$ cat config.mk
export PLATFORM = sky130hd
export DESIGN_NAME = wpr_wiper_position_register
export DESIGN_NICKNAME = d
export VERILOG_FILES = /design/src/design/wpr_wiper_position_register.v
export VERILOG_INCLUDE_DIRS = /design/src /design/src/design
export SDC_FILE = /design/constraint.sdc
export NUM_CORES = 1
export LEC_CHECK = 0
export ABC_AREA = 1
export BUFFER_PORTS_ARGS = -buffer_cell sky130_fd_sc_hd__buf_4
export CAP_MARGIN = 20
export CORE_MARGIN = 5
export CORE_UTILIZATION = 55
export CTS_CLUSTER_DIAMETER = 200
export DETAILED_ROUTE_END_ITERATION = 8
export GPL_TIMING_DRIVEN = 0
export PLACE_DENSITY_LB_ADDON = 0.15
export SYNTH_ARGS = -nofsm -noshare
export SYNTH_HDL_FRONTEND = slang
export SYNTH_SLANG_ARGS = --single-unit
$ cat constraint.sdc
create_clock -name core_clk -period 2.1 [get_ports core_clk]
set_clock_uncertainty 0.2 [all_clocks]
set_input_delay 0.42 -clock core_clk [delete_from_list [all_inputs] [get_ports core_clk]]
set_output_delay 0.42 -clock core_clk [all_outputs]
set_load 0.02 [all_outputs]
$ cat src/design/wpr_defs.vh
// constants for the wiper position register block
`ifndef WPR_DEFS_VH
`define WPR_DEFS_VH

// clock period of core_clk in ns
`define WPR_CLK_NS        4
// register addresses carried in the address byte
`define WPR_ADDR_WIPER    8'h00
`define WPR_ADDR_INIT     8'h01
// reset and preset values
`define WPR_WIPER_RST     7'h40
`define WPR_INIT_RST      7'h40
// slave identity, seven address bits (arbitrary value)
`define WPR_SLAVE_ID      7'h2a
// glitch suppression width in ns and in cycles, rounded up
`define WPR_FILT_NS       50
`define WPR_FILT_CYC      ((`WPR_FILT_NS + `WPR_CLK_NS - 1) / `WPR_CLK_NS)
// wiper response time in ns and in cycles, rounded down
`define WPR_RESP_NS       500
`define WPR_RESP_CYC      (`WPR_RESP_NS / `WPR_CLK_NS)
// power-up recall delay in ms and in cycles, rounded down
`define WPR_PWRUP_MS      3
`define WPR_PWRUP_CYC     (`WPR_PWRUP_MS * 1000000 / `WPR_CLK_NS)

`endif

$ cat src/design/wpr_wiper_position_register.v
// two-wire slave holding the 7-bit wiper setting and its initial value
`timescale 1ns/1ns
`include "wpr_defs.vh"

// Function
// - one 7-bit volatile register picks wiper tap
// - zero is low end, ones high end
// - tap position rises monotonically with code
// - power-up presets register to midscale code
// - wiper and initial value are bus accessible
// - recall done, interface ready within 3 ms
// - bus pulses under 50 ns are ignored
// - address zero write loads on last fall
// - bad slave or register address gets no ack
// - wiper output follows write after 500 ns
// - every byte moves most significant bit first
module wpr_wiper_position_register #(
   parameter PWRUP_CYC = `WPR_PWRUP_CYC,
   parameter FILT_CYC  = `WPR_FILT_CYC,
   parameter RESP_CYC  = `WPR_RESP_CYC
) (
   input  wire         core_clk,
   input  wire         nrst,
   input  wire         scl_in,
   input  wire         sda_in,
   output reg          sda_out,
   output reg          sda_oe,
   output reg  [6:0]   wiper_code,
   output reg  [127:0] tap_sel,
   output reg          if_ready
);

   // fsm states
   localparam [2:0] ST_IDLE = 3'd0;
   localparam [2:0] ST_RX   = 3'd1;
   localparam [2:0] ST_ACK  = 3'd2;
   localparam [2:0] ST_TX   = 3'd3;
   localparam [2:0] ST_MACK = 3'd4;
   // kinds of received byte
   localparam [1:0] KD_ID   = 2'd0;
   localparam [1:0] KD_REG  = 2'd1;
   localparam [1:0] KD_DATA = 2'd2;

   ////////////////////////////////////////////////////////////////////
   // input synchronisers and glitch filters, bit 0 scl, bit 1 sda
   wire [1:0] pin_raw = {sda_in, scl_in};   // raw pin levels
   reg  [1:0] sync1_q;                      // first sync stage
   reg  [1:0] sync2_q;                      // second sync stage
   wire [1:0] filt_q;                       // filtered levels, one flop per pin
   reg  [1:0] filt_prev_q;                  // filtered levels one cycle back

   // first stage feeds only the second
   always @(posedge core_clk or negedge nrst) begin
      if (!nrst) begin
         sync1_q <= 2'b11;
         sync2_q <= 2'b11;
      end else begin
         sync1_q <= pin_raw;
         sync2_q <= sync1_q;
      end
   end

   genvar gi;
   generate
      for (gi = 0; gi < 2; gi = gi + 1) begin : g_filt
         reg [7:0] cnt_q;   // cycles the new level has held
         reg       lvl_q;   // accepted level of this pin
         assign filt_q[gi] = lvl_q;
         // level accepted only after it holds the whole filter width
         always @(posedge core_clk or negedge nrst) begin
            if (!nrst) begin
               cnt_q <= 8'h00;
               lvl_q <= 1'b1;
            end else if (sync2_q[gi] == lvl_q) begin
               cnt_q <= 8'h00;   // short pulse forgotten
            end else if (cnt_q == FILT_CYC[7:0] - 8'h01) begin
               cnt_q <= 8'h00;
               lvl_q <= sync2_q[gi];
            end else begin
               cnt_q <= cnt_q + 8'h01;
            end
         end
      end
   endgenerate

   // previous filtered levels for edge finding
   always @(posedge core_clk or negedge nrst) begin
      if (!nrst) begin
         filt_prev_q <= 2'b11;
      end else begin
         filt_prev_q <= filt_q;
      end
   end

   wire scl_rise = filt_q[0] & ~filt_prev_q[0];                     // clock rising
   wire scl_fall = ~filt_q[0] & filt_prev_q[0];                     // clock falling
   wire bus_start = filt_q[0] & filt_prev_q[0] & ~filt_q[1] & filt_prev_q[1];
   wire bus_stop  = filt_q[0] & filt_prev_q[0] & filt_q[1] & ~filt_prev_q[1];

   ////////////////////////////////////////////////////////////////////
   // power-up recall delay
   reg [19:0] pwr_cnt_q;   // cycles since power-on
   reg        recall_q;    // one-cycle pulse that recalls the initial value

   // count out the power-up delay, then open the interface
   always @(posedge core_clk or negedge nrst) begin
      if (!nrst) begin
         pwr_cnt_q <= 20'h00000;
         if_ready  <= 1'b0;
         recall_q  <= 1'b0;
      end else begin
         recall_q <= 1'b0;
         if (!if_ready) begin
            if (pwr_cnt_q == PWRUP_CYC[19:0] - 20'h00001) begin
               if_ready <= 1'b1;
               recall_q <= 1'b1;
            end else begin
               pwr_cnt_q <= pwr_cnt_q + 20'h00001;
            end
         end
      end
   end

   ////////////////////////////////////////////////////////////////////
   // serial protocol engine and registers
   reg [2:0] st_q;        // protocol state
   reg [1:0] kind_q;      // kind of byte being received
   reg [3:0] bit_q;       // bit counter within byte
   reg [7:0] sh_q;        // shift register, msb first
   reg [7:0] addr_q;      // selected register address
   reg       rd_q;        // read requested by identity byte
   reg       mack_q;      // master acknowledged last read byte
   reg [6:0] init_q;      // initial value register
   reg       wr_pulse_q;  // wiper written, start response delay

   wire [7:0] rd_byte = {1'b0, (addr_q == `WPR_ADDR_INIT) ? init_q : wiper_code};
   wire       id_ok   = (sh_q[7:1] == `WPR_SLAVE_ID);
   wire       reg_ok  = (sh_q == `WPR_ADDR_WIPER) || (sh_q == `WPR_ADDR_INIT);

   // byte framing, acknowledge and register loads
   always @(posedge core_clk or negedge nrst) begin
      if (!nrst) begin
         st_q       <= ST_IDLE;
         kind_q     <= KD_ID;
         bit_q      <= 4'h0;
         sh_q       <= 8'h00;
         addr_q     <= 8'h00;
         rd_q       <= 1'b0;
         mack_q     <= 1'b0;
         sda_oe     <= 1'b0;
         sda_out    <= 1'b0;
         init_q     <= `WPR_INIT_RST;
         wiper_code <= `WPR_WIPER_RST;
         wr_pulse_q <= 1'b0;
      end else begin
         wr_pulse_q <= 1'b0;
         sda_out    <= 1'b0;
         if (recall_q) begin
            wiper_code <= init_q;   // recall
            wr_pulse_q <= 1'b1;
         end
         if (!if_ready || bus_stop) begin
            st_q   <= ST_IDLE;   // start ignored while powering up
            sda_oe <= 1'b0;
         end else if (bus_start) begin
            st_q   <= ST_RX;
            kind_q <= KD_ID;
            bit_q  <= 4'h0;
            sda_oe <= 1'b0;
         end else begin
            case (st_q)
               ST_RX: begin
                  if (scl_rise) begin
                     sh_q  <= {sh_q[6:0], filt_q[1]};   // msb first
                     bit_q <= bit_q + 4'h1;
                  end else if (scl_fall && bit_q == 4'h8) begin
                     bit_q <= 4'h0;
                     if (kind_q == KD_ID) begin
                        rd_q   <= sh_q[0];
                        st_q   <= id_ok ? ST_ACK : ST_IDLE;
                        sda_oe <= id_ok;
                     end else if (kind_q == KD_REG) begin
                        addr_q <= sh_q;
                        st_q   <= reg_ok ? ST_ACK : ST_IDLE;
                        sda_oe <= reg_ok;
                     end else begin
                        if (addr_q == `WPR_ADDR_WIPER) begin
                           wiper_code <= sh_q[6:0];
                           wr_pulse_q <= 1'b1;
                        end else begin
                           init_q <= sh_q[6:0];
                        end
                        st_q   <= ST_ACK;
                        sda_oe <= 1'b1;
                     end
                  end
               end
               ST_ACK: begin
                  if (scl_fall) begin
                     if (kind_q == KD_ID && rd_q) begin
                        sh_q   <= rd_byte;
                        sda_oe <= ~rd_byte[7];
                        bit_q  <= 4'h0;
                        st_q   <= ST_TX;
                     end else if (kind_q == KD_DATA) begin
                        sda_oe <= 1'b0;
                        st_q   <= ST_IDLE;   // standby until next start
                     end else begin
                        sda_oe <= 1'b0;
                        kind_q <= kind_q + 2'd1;
                        st_q   <= ST_RX;
                     end
                  end
               end
               ST_TX: begin
                  if (scl_fall) begin
                     if (bit_q == 4'h7) begin
                        sda_oe <= 1'b0;   // release for master ack
                        st_q   <= ST_MACK;
                     end else begin
                        sh_q   <= {sh_q[6:0], 1'b0};
                        sda_oe <= ~sh_q[6];
                        bit_q  <= bit_q + 4'h1;
                     end
                  end
               end
               ST_MACK: begin
                  if (scl_rise) begin
                     mack_q <= ~filt_q[1];
                  end else if (scl_fall) begin
                     if (mack_q) begin
                        sh_q   <= rd_byte;
                        sda_oe <= ~rd_byte[7];
                        bit_q  <= 4'h0;
                        st_q   <= ST_TX;
                     end else begin
                        st_q <= ST_IDLE;
                     end
                  end
               end
               default: begin
                  st_q   <= ST_IDLE;
                  sda_oe <= 1'b0;
               end
            endcase
         end
      end
   end

   ////////////////////////////////////////////////////////////////////
   // wiper response delay and one-hot tap decode
   reg [7:0] resp_cnt_q;   // cycles counted since the wiper write
   reg       resp_busy_q;  // delay running
   wire [127:0] tap_dec;   // decoded tap selection

   generate
      for (gi = 0; gi < 128; gi = gi + 1) begin : g_tap
         // tap 0 at low end, tap 127 at high end
         assign tap_dec[gi] = ({25'h0000000, wiper_code} == gi);
      end
   endgenerate

   // taps follow the register after the response time
   always @(posedge core_clk or negedge nrst) begin
      if (!nrst) begin
         resp_cnt_q  <= 8'h00;
         resp_busy_q <= 1'b0;
         tap_sel     <= 128'h0;
      end else if (!if_ready && !recall_q) begin
         tap_sel <= tap_dec;   // preset midscale shown during power-up
      end else if (wr_pulse_q) begin
         resp_cnt_q  <= 8'h00;
         resp_busy_q <= 1'b1;
      end else if (resp_busy_q) begin
         if (resp_cnt_q == RESP_CYC[7:0] - 8'h02) begin
            resp_busy_q <= 1'b0;
            tap_sel     <= tap_dec;
         end else begin
            resp_cnt_q <= resp_cnt_q + 8'h01;
         end
      end
   end

endmodule

==> run summary, run 1 <==
The flow ran to the end, and the final reports show no timing, DRC or antenna violations. The aggregate global-route resource usage came out at 25.6%. The number of antenna violations at the first check in global routing came to 0. The area after detailed placement is 0.0128 mm². The relative max-transition margin came out at 56.1%. The share of total power in combinational logic is 1.6%. The footprint of the multi-input gates came out at 0.00498 mm².

The post-synth net total came out at 1,511. The number of buffer and inverter stages on the critical path is 2. The number of CTS-inserted buffers is 25. Broken down by cell family, the worst path's largest delay share belongs to simple AND/OR/NAND/NOR gates. Ranked by total cell area, the synthesized netlist is headed by sky130_fd_sc_hd__dfrtp_1 (48%), sky130_fd_sc_hd__nand2_1 (17%), sky130_fd_sc_hd__nand3_1 (8.4%), sky130_fd_sc_hd__nor2_1 (7.3%), sky130_fd_sc_hd__inv_1 (3.3%).

In the post-synthesis netlist, the cell with the most instances is sky130_fd_sc_hd__nand2_1. The commonest cells after synthesis are sky130_fd_sc_hd__nand2_1 (522), sky130_fd_sc_hd__nor2_1 (222), sky130_fd_sc_hd__dfrtp_1 (216), sky130_fd_sc_hd__nand3_1 (191), sky130_fd_sc_hd__inv_1 (100). At the pin with the least slew margin, the transition time is 0.654 ns. The type of the worst min-delay path is flop to flop. The delay contributed by the slowest stage of the critical path came out at 0.42 ns.

The routed layout has 10,400 vias. The data required time of the critical path came out at 2.30 ns. The area share of the largest cell type after synthesis is 47.7%. The average wire per standard cell is 15.9 µm. The worst register-to-register path has a depth of 9. The fraction of layout instances using a drive strength above 1 is 17.6%.

Prior to clock tree synthesis, the placed netlist has a worst setup slack of -0.0846 ns. The sequential power share came out at 49.6%. The endpoint type of the worst setup path is a flop. The worst-case IR drop observed on VDD is 0.692 mV. The count of warnings emitted by yosys came out at 0. The cell type of the slowest stage on the worst timing path is sky130_fd_sc_hd__dfrtp_1. Of all nets on the critical path, the largest fanout is 10. The max-cap check violation count came out at 0. 142 I/O pins were placed.

The synthesized area per cell came out at 7.59 µm². Subtracting the final worst setup slack from the clock period gives 2.03 ns. The number of pins exceeding their max-slew limit in the final report came out at 0.

The internal power of the cells totals 0.00701 W. The leading area contributor after synthesis is sky130_fd_sc_hd__dfrtp_1. The effective utilization at floorplan came out at 55.9%.

Per report_power, the clock group accounts for 48.8% of the total. The total power after layout came out at 0.00884 W. Setup slack closes at 0.0705 ns. The critical path runs through a total of 9 cells. After the first detailed-routing iteration, the DRC count stood at 770. The weighted congestion reported at the end of routability-driven placement is 0.900.

The number of nets in the finished design came out at 1,691. Entering global routing, the biggest net connects 84 pins. The layout overhead on the synthesized area is 22.2%. In the routed design, unresolved DRC markers number 0. The worst register-to-register path ends at tap_sel[0]. The net switching power is 0.00184 W.

The detailed placer's ending HPWL came out at 21,600 µm. Input and output buffers added on the ports amount to 140. For this design the ratio of total power to cell area is 638 mW/mm². The aggregate global routing overflow came out at 0.

The total number of placement rows came out at 52. In this run the register-to-register setup slack is 0.07 ns. The worst hold path stage count is 0. The total wire length after detailed routing is 31,100 µm. The depth of the CTS H-tree is 1. Once detail routing completed, the nets flagged for antenna violations numbered 0. The worst setup path is launched from a flop. Counting every instance in the synthesized netlist gives 1,495. Setup repair after global routing could not meet its margin everywhere. The critical path is of the flop to flop type.

The clock-pin slew reported for the worst setup and hold paths after clock tree synthesis is 0.06 ns. The number of distinct library cells after synthesis is 40. The die height came out at 154 µm. The width of the chip came out at 154 µm. The cell at the root of the clock tree is sky130_fd_sc_hd__clkbuf_16. The leakage power figure came out at 7.31 nW. The sequential fraction of the synthesis area came out at 50.0%.

The highest attainable clock frequency came out at 493 MHz. The number of synthesized flops with an enable pin is 0. The final critical path takes up 96.6% of the cycle. In this run, synthesis produced a sequential element count of 226. The most used flip-flop cell after synthesis is sky130_fd_sc_hd__dfrtp_1.

In the final layout, flip-flops and latches occupy 0.00567 mm². In this run the critical register-to-register path is launched from resp_cnt_q[1]. The first-pass GRT wire length is 50,300 µm.

TritonCTS built the clock tree. The worst hold path endpoint is sync2_q[0]. The die covers 0.0236 mm². In the routed layout, each cell is associated on average with a via count of 5.32. The core box area came out at 0.0203 mm². The layout has 1,716 filler cells. The number of global-route vias before repair is 9,767. The final setup violation count is 0. Counting flops with an async set or reset pin after synthesis yields a share of 100%.

The number of detailed-route iterations in the first pass is 5. The maximum buffer depth of the clock tree is 3. The insertion delay of the later-clocked pin in the worst-skew pair is 0.53 ns.

Traced cell by cell, the critical path runs through ha_4 -> nand2_1 -> nor2_1 -> nand4_1 -> or2_4 -> buf_4 -> buf_4 -> nand3_1 -> nand2_1. The switching power as a share of total power came out at 20.8%. The final count of hold timing violations came to 0. At the worst endpoint, the arrival time is 2.22 ns. For this design, the sink count on the clock tree is 226.

After routing the design area is 0.0139 mm². In this run the most critical hold path is launched from sync1_q[0]. The post-synthesis cell area came out at 0.0113 mm². The repair_antennas step left the layout with diodes totalling 0.
[layer usage]
layer  up-vias  GRT usage [%]  part of all wire [%]
met5         -              0                     0
met4         0           8.28                   3.3
met3        84           3.88                   7.6
met2       419           42.5                    47
met1      4850           34.8                    42
li1       5071              -                     -
[cells by family after synthesis]
group | count (synthesis) | share of synthesized area, %
AND/OR/NAND/NOR | 997 | 37.1
XOR/XNOR | 22 | 1.70
adder cells (fa/ha/maj) | 12 | 1.32
flip-flops | 226 | 50.0
AO/OA/AOI/OAI | 69 | 3.10
other | 1 | 0.0331
buffers and inverters | 168 | 6.75
[worst register-to-register path, delay by kind of cell (launching register included)]
family	cells	cell delay (ns)
buffers and inverters	2	0.39
DFF	1	0.42
and+or+nand+nor	6	0.71
adders and majority gates	1	0.16
[per-stage QoR]
step	TNS (ns)	util, %	instances	hold slack (ns)
after floorplan	0	-	1495	-0.0756
after global placement	-281.35	62.7	1905	0.148
after detailed placement	-3.93	63.0	1907	0.148
after CTS	0	67.3	1951	0.157
after global routing	-0.366	68.3	1960	0.157
final	0	68.3	1960	0.156
[placed cells by master, fill, tap and decap left out, types with 6 or more instances in the layout]
master | netlist | final
sky130_fd_sc_hd__nand2_1 | 522 | 519
sky130_fd_sc_hd__nor2_1 | 222 | 218
sky130_fd_sc_hd__dfrtp_1 | 216 | 215
sky130_fd_sc_hd__nand3_1 | 191 | 191
sky130_fd_sc_hd__buf_4 | 4 | 164
sky130_fd_sc_hd__inv_1 | 100 | 100
sky130_fd_sc_hd__clkbuf_16 | 0 | 25
sky130_fd_sc_hd__o21ai_1 | 24 | 24
sky130_fd_sc_hd__o21ai_0 | 23 | 22
sky130_fd_sc_hd__a21oi_1 | 19 | 18
sky130_fd_sc_hd__buf_2 | 24 | 16
sky130_fd_sc_hd__xor2_1 | 14 | 14
sky130_fd_sc_hd__nand4_1 | 13 | 13
sky130_fd_sc_hd__nor3_1 | 13 | 13
sky130_fd_sc_hd__clkbuf_1 | 13 | 13
sky130_fd_sc_hd__buf_6 | 11 | 12
sky130_fd_sc_hd__dfstp_2 | 10 | 10
sky130_fd_sc_hd__ha_1 | 12 | 9
sky130_fd_sc_hd__clkbuf_8 | 0 | 9
sky130_fd_sc_hd__xnor2_1 | 8 | 8
sky130_fd_sc_hd__or2_2 | 6 | 6
sky130_fd_sc_hd__nor2_2 | 3 | 6
[worst max-delay path by stage]
stage                     slack, ns     startpoint             to
after floorplan                0.19      kind_q[0]  wiper_code[4]
after global placement        -1.29           nrst  pwr_cnt_q[15]
after detailed placement      -0.08       if_ready    resp_busy_q
after CTS                     0.004   pwr_cnt_q[0]   pwr_cnt_q[3]
after global routing          -0.03  resp_cnt_q[1]     tap_sel[0]
final                          0.07  resp_cnt_q[1]     tap_sel[0]
[area by class of cell]
| type | instances | area share (%) |
|---|---|---|
| plain buffers | 61 | 3.09 |
| flip-flops and latches | 226 | 40.9 |
| well taps | 270 | 2.44 |
| inverters | 106 | 2.93 |
| clock inverters | 7 | 0.461 |
| clock buffers | 35 | 5.44 |
| repair buffers | 153 | 8.78 |
| multi-input cells | 1102 | 36.0 |
[sequential cells by signal (all words and copies together) (netlist names), 4 cells and up]
signal / cells
resp_cnt_q: 8
addr_q: 8
g_filt.cnt_q: 16
pwr_cnt_q: 20
wiper_code: 7
sh_q: 8
bit_q: 4
tap_sel: 128
init_q: 7
[power groups by stage]
stage	logic (W)	clock network [W]	registers, W
3_5_place_dp	0.000142	0	0.00446
2_1_floorplan	0.0000309	0	0.00446
6_report	0.000140	0.00432	0.00439
5_1_grt	0.000167	0.00457	0.00438
4_1_cts	0.000147	0.00438	0.00439
3_3_place_gp	0.000126	0	0.00446
[timing repair]
action	CTS	global route
hold endpoints to repair	55	0
pin swaps	0	4
setup buffers	0	8
hold buffers	3	0
cloned	0	1
resized for setup	13	54
setup endpoints to repair	116	166
Note: power is estimated with default switching activity, not from simulation.
==> run 2: changes to the inputs <==
- MAX_ROUTING_LAYER: not set -> met4
- SETUP_SLACK_MARGIN: not set -> 0.4
==> run 2 against run 1 <==
Compared with the run above: clock power is 1% lower; register-to-register slack better by 0.06 ns; combinational power up 4%; critical path type unchanged; critical endpoint is now tap_sel[86]; largest cell class unchanged; largest power group unchanged.
==> run summary, run 2 (synthesized netlist as in run 1, its figures left out) <==
The run finished with clean final reports. The final count of hold timing violations came out at 0. The portion of the clock cycle consumed by the worst path in the final layout is 93.9%. For this block, the initial DRC count from the detailed router was 944. The count of filler cells inserted in the layout came out at 1,312.

The min-delay analysis places its worst path in the category flop to flop. The category of the most critical setup path is flop to flop. Setup violations remaining at the end of the flow were counted as 0. The maximum number of pins on one net before global-route repair came out at 78. The average wire per standard cell is 17.0 µm. The number of placed instances, taps included is 1,907.

The number of antenna violations at the first check in global routing is 0. The max-cap check violation count came out at 0. The smallest setup slack after layout came out at 0.128 ns.

The core box area is 0.0203 mm². STA classifies the critical path startpoint as a flop. Traced cell by cell, the critical path runs through ha_2 -> nand2_2 -> nor2_1 -> nand4_1 -> or2_4 -> buf_6 -> buf_4 -> nand3_1 -> nand2_1. After detailed placement, the total cell area comes to 0.0129 mm².

The maximum buffer depth of the clock tree is 3. The kind of cell with the highest combined delay along the critical path is simple AND/OR/NAND/NOR gates. CTS built an H-tree with a depth of 1.

For this configuration, the core starts out at a cell density of 55.9%. Of all nets on the critical path, the largest fanout is 10. The number of sinks driven by the clock tree came out at 226.

The cell type of the slowest stage on the worst timing path is sky130_fd_sc_hd__dfrtp_1. The final design instance area without fill came out at 0.0163 mm². The antenna violation net count after detailed routing came out at 0.

The average vias per placed instance came out at 5.46. Summed over all nets, the half-perimeter wirelength after detailed placement is 21,700 µm. The weighted congestion reported at the end of routability-driven placement is 0.923. STA classifies the critical path endpoint as a flop. The repair_antennas step left the layout with diodes totalling 0. The width of the chip is 154 µm.

The tree is rooted in a sky130_fd_sc_hd__clkbuf_16. The floorplan step defined a die boundary enclosing 0.0236 mm². The insertion delay of the later-clocked pin in the worst-skew pair is 0.52 ns. The number of pins exceeding their max-slew limit in the final report is 0. Summing all multi-input logic gate instances after layout gives 0.00567 mm². The number of nets in the finished design came out at 1,833. The combined flip-flop and latch cell area is 0.00568 mm². The number of global-route vias before repair came to 10,400. The maximum ir drop on the vdd rail is 0.765 mV.

The data required time of the critical path is 2.30 ns. On the worst path, the slowest cell contributes a delay of 0.36 ns. The die is 154 µm tall. The number of buffer and inverter stages on the critical path is 2. The first-pass GRT wire length came out at 53,500 µm. The TritonCTS clock tree is yes. The number of I/O pins came out at 142.

The initialized floorplan defines 52 standard-cell rows. Counting flops per register, the top entry is tap_sel. The total DRC errors in the routed layout is 0. The library cells used most frequently in the layout, excluding fill and tap cells, are sky130_fd_sc_hd__nand2_1 (441), sky130_fd_sc_hd__dfrtp_1 (203), sky130_fd_sc_hd__nor2_1 (201).

Leaving out fill and tap cells, the most frequent cell in the layout is sky130_fd_sc_hd__nand2_1. Static timing analysis puts the maximum clock frequency at 507 MHz. Buffers inserted during clock tree synthesis total 24. The leakage power figure is 8.31 nW.

The number of flip-flops under the largest register name came out at 128. The aggregate global routing overflow is 0. The routed design has 35,800 µm of wire. The number of detailed-route iterations in the first pass came out at 5. Leaving out filler cells and counting taps, the final layout contains 2,105.

The final core area utilization is 80.1%. The aggregate global-route resource usage came out at 28.0%. The worst pin sits at a relative slew slack of 58.1%. Setup repair after global routing could not meet its margin everywhere. The largest registers in the layout are tap_sel x128, pwr_cnt_q x20, g_filt.cnt_q x16. The layout overhead on the synthesized area is 43.3%. The count of input and output buffers is 140.

The clock-pin slew reported for the worst setup and hold paths after clock tree synthesis is 0.06 ns. The total power density per cell area came out at 541 mW/mm². Of the cells placed in the final design, the portion with a size suffix greater than 1 is 33.5%. The post-layout minimum cycle time is 1.97 ns.

The via count is 11,500. The minimum setup slack after placement came out at -0.0333 ns. At the pin with the least slew margin, the transition time is 0.626 ns. The worst path arrival time came out at 2.17 ns.
-- run 2: final cells by class --
cell class | count | share of cell area, %
inverters | 106 | 2.60
clock inverters | 7 | 0.524
flip-flops and latches | 226 | 35.0
well taps | 270 | 2.08
plain buffers | 62 | 3.58
multi-input cells | 1101 | 34.9
clock buffers | 37 | 4.37
repair buffers | 296 | 17.0
-- run 2: power by group --
part / switching, W / internal, W / total, W
combinational: 0.000109 / 0.0000364 / 0.000146
clock: 0.00170 / 0.00257 / 0.00427
sequential: 0.0000116 / 0.00437 / 0.00438
-- run 2: stage by stage --
| stage | total power (W) | setup TNS [ns] | hold WS (ns) |
|---|---|---|---|
| final | 0.00880 | 0 | 0.155 |
| after global routing | 0.00909 | 0 | 0.162 |
| after CTS | 0.00885 | 0 | 0.157 |
| after detailed placement | 0.00461 | -0.578 | 0.148 |
| after global placement | 0.00459 | -285.35 | 0.148 |
| after floorplan | 0.00449 | 0 | -0.0756 |
-- run 2: metal layers --
metal  up-vias  share of wire (%)  track usage [%]  routed length [µm]
met1      5473                 39             36.0               13800
met5         -                  0                -                   0
met2       528                 50             45.1               17700
li1       5367                  -                -                   -
met4         0                4.1             11.3                1470
met3       124                7.8             4.16                2780
-- run 2: final timing paths --
path | startpoint | end | slack [ns] | cells past startpoint
worst max-delay path | resp_cnt_q[0] | tap_sel[86] | 0.13 | 9
max in group asynchronous | nrst | sync1_q[1] | 0.60 | 3
worst max register to register | resp_cnt_q[0] | tap_sel[86] | 0.13 | 9
min in group asynchronous | nrst | tap_sel[69] | 0.27 | 2
worst min register to register | sync1_q[0] | sync2_q[0] | 0.16 | 0
worst min-delay path | sync1_q[0] | sync2_q[0] | 0.16 | 0
-- run 2: timing repair --
| action | 4_1_cts | 5_1_grt |
|---|---|---|
| setup buffers | 47 | 93 |
| gates resized for setup | 138 | 275 |
| pin swaps | 28 | 52 |
| setup endpoints to repair | 251 | 319 |
| hold buffers | 3 | 0 |
| endpoints found under the hold margin | 73 | 0 |
| cloned | 6 | 5 |
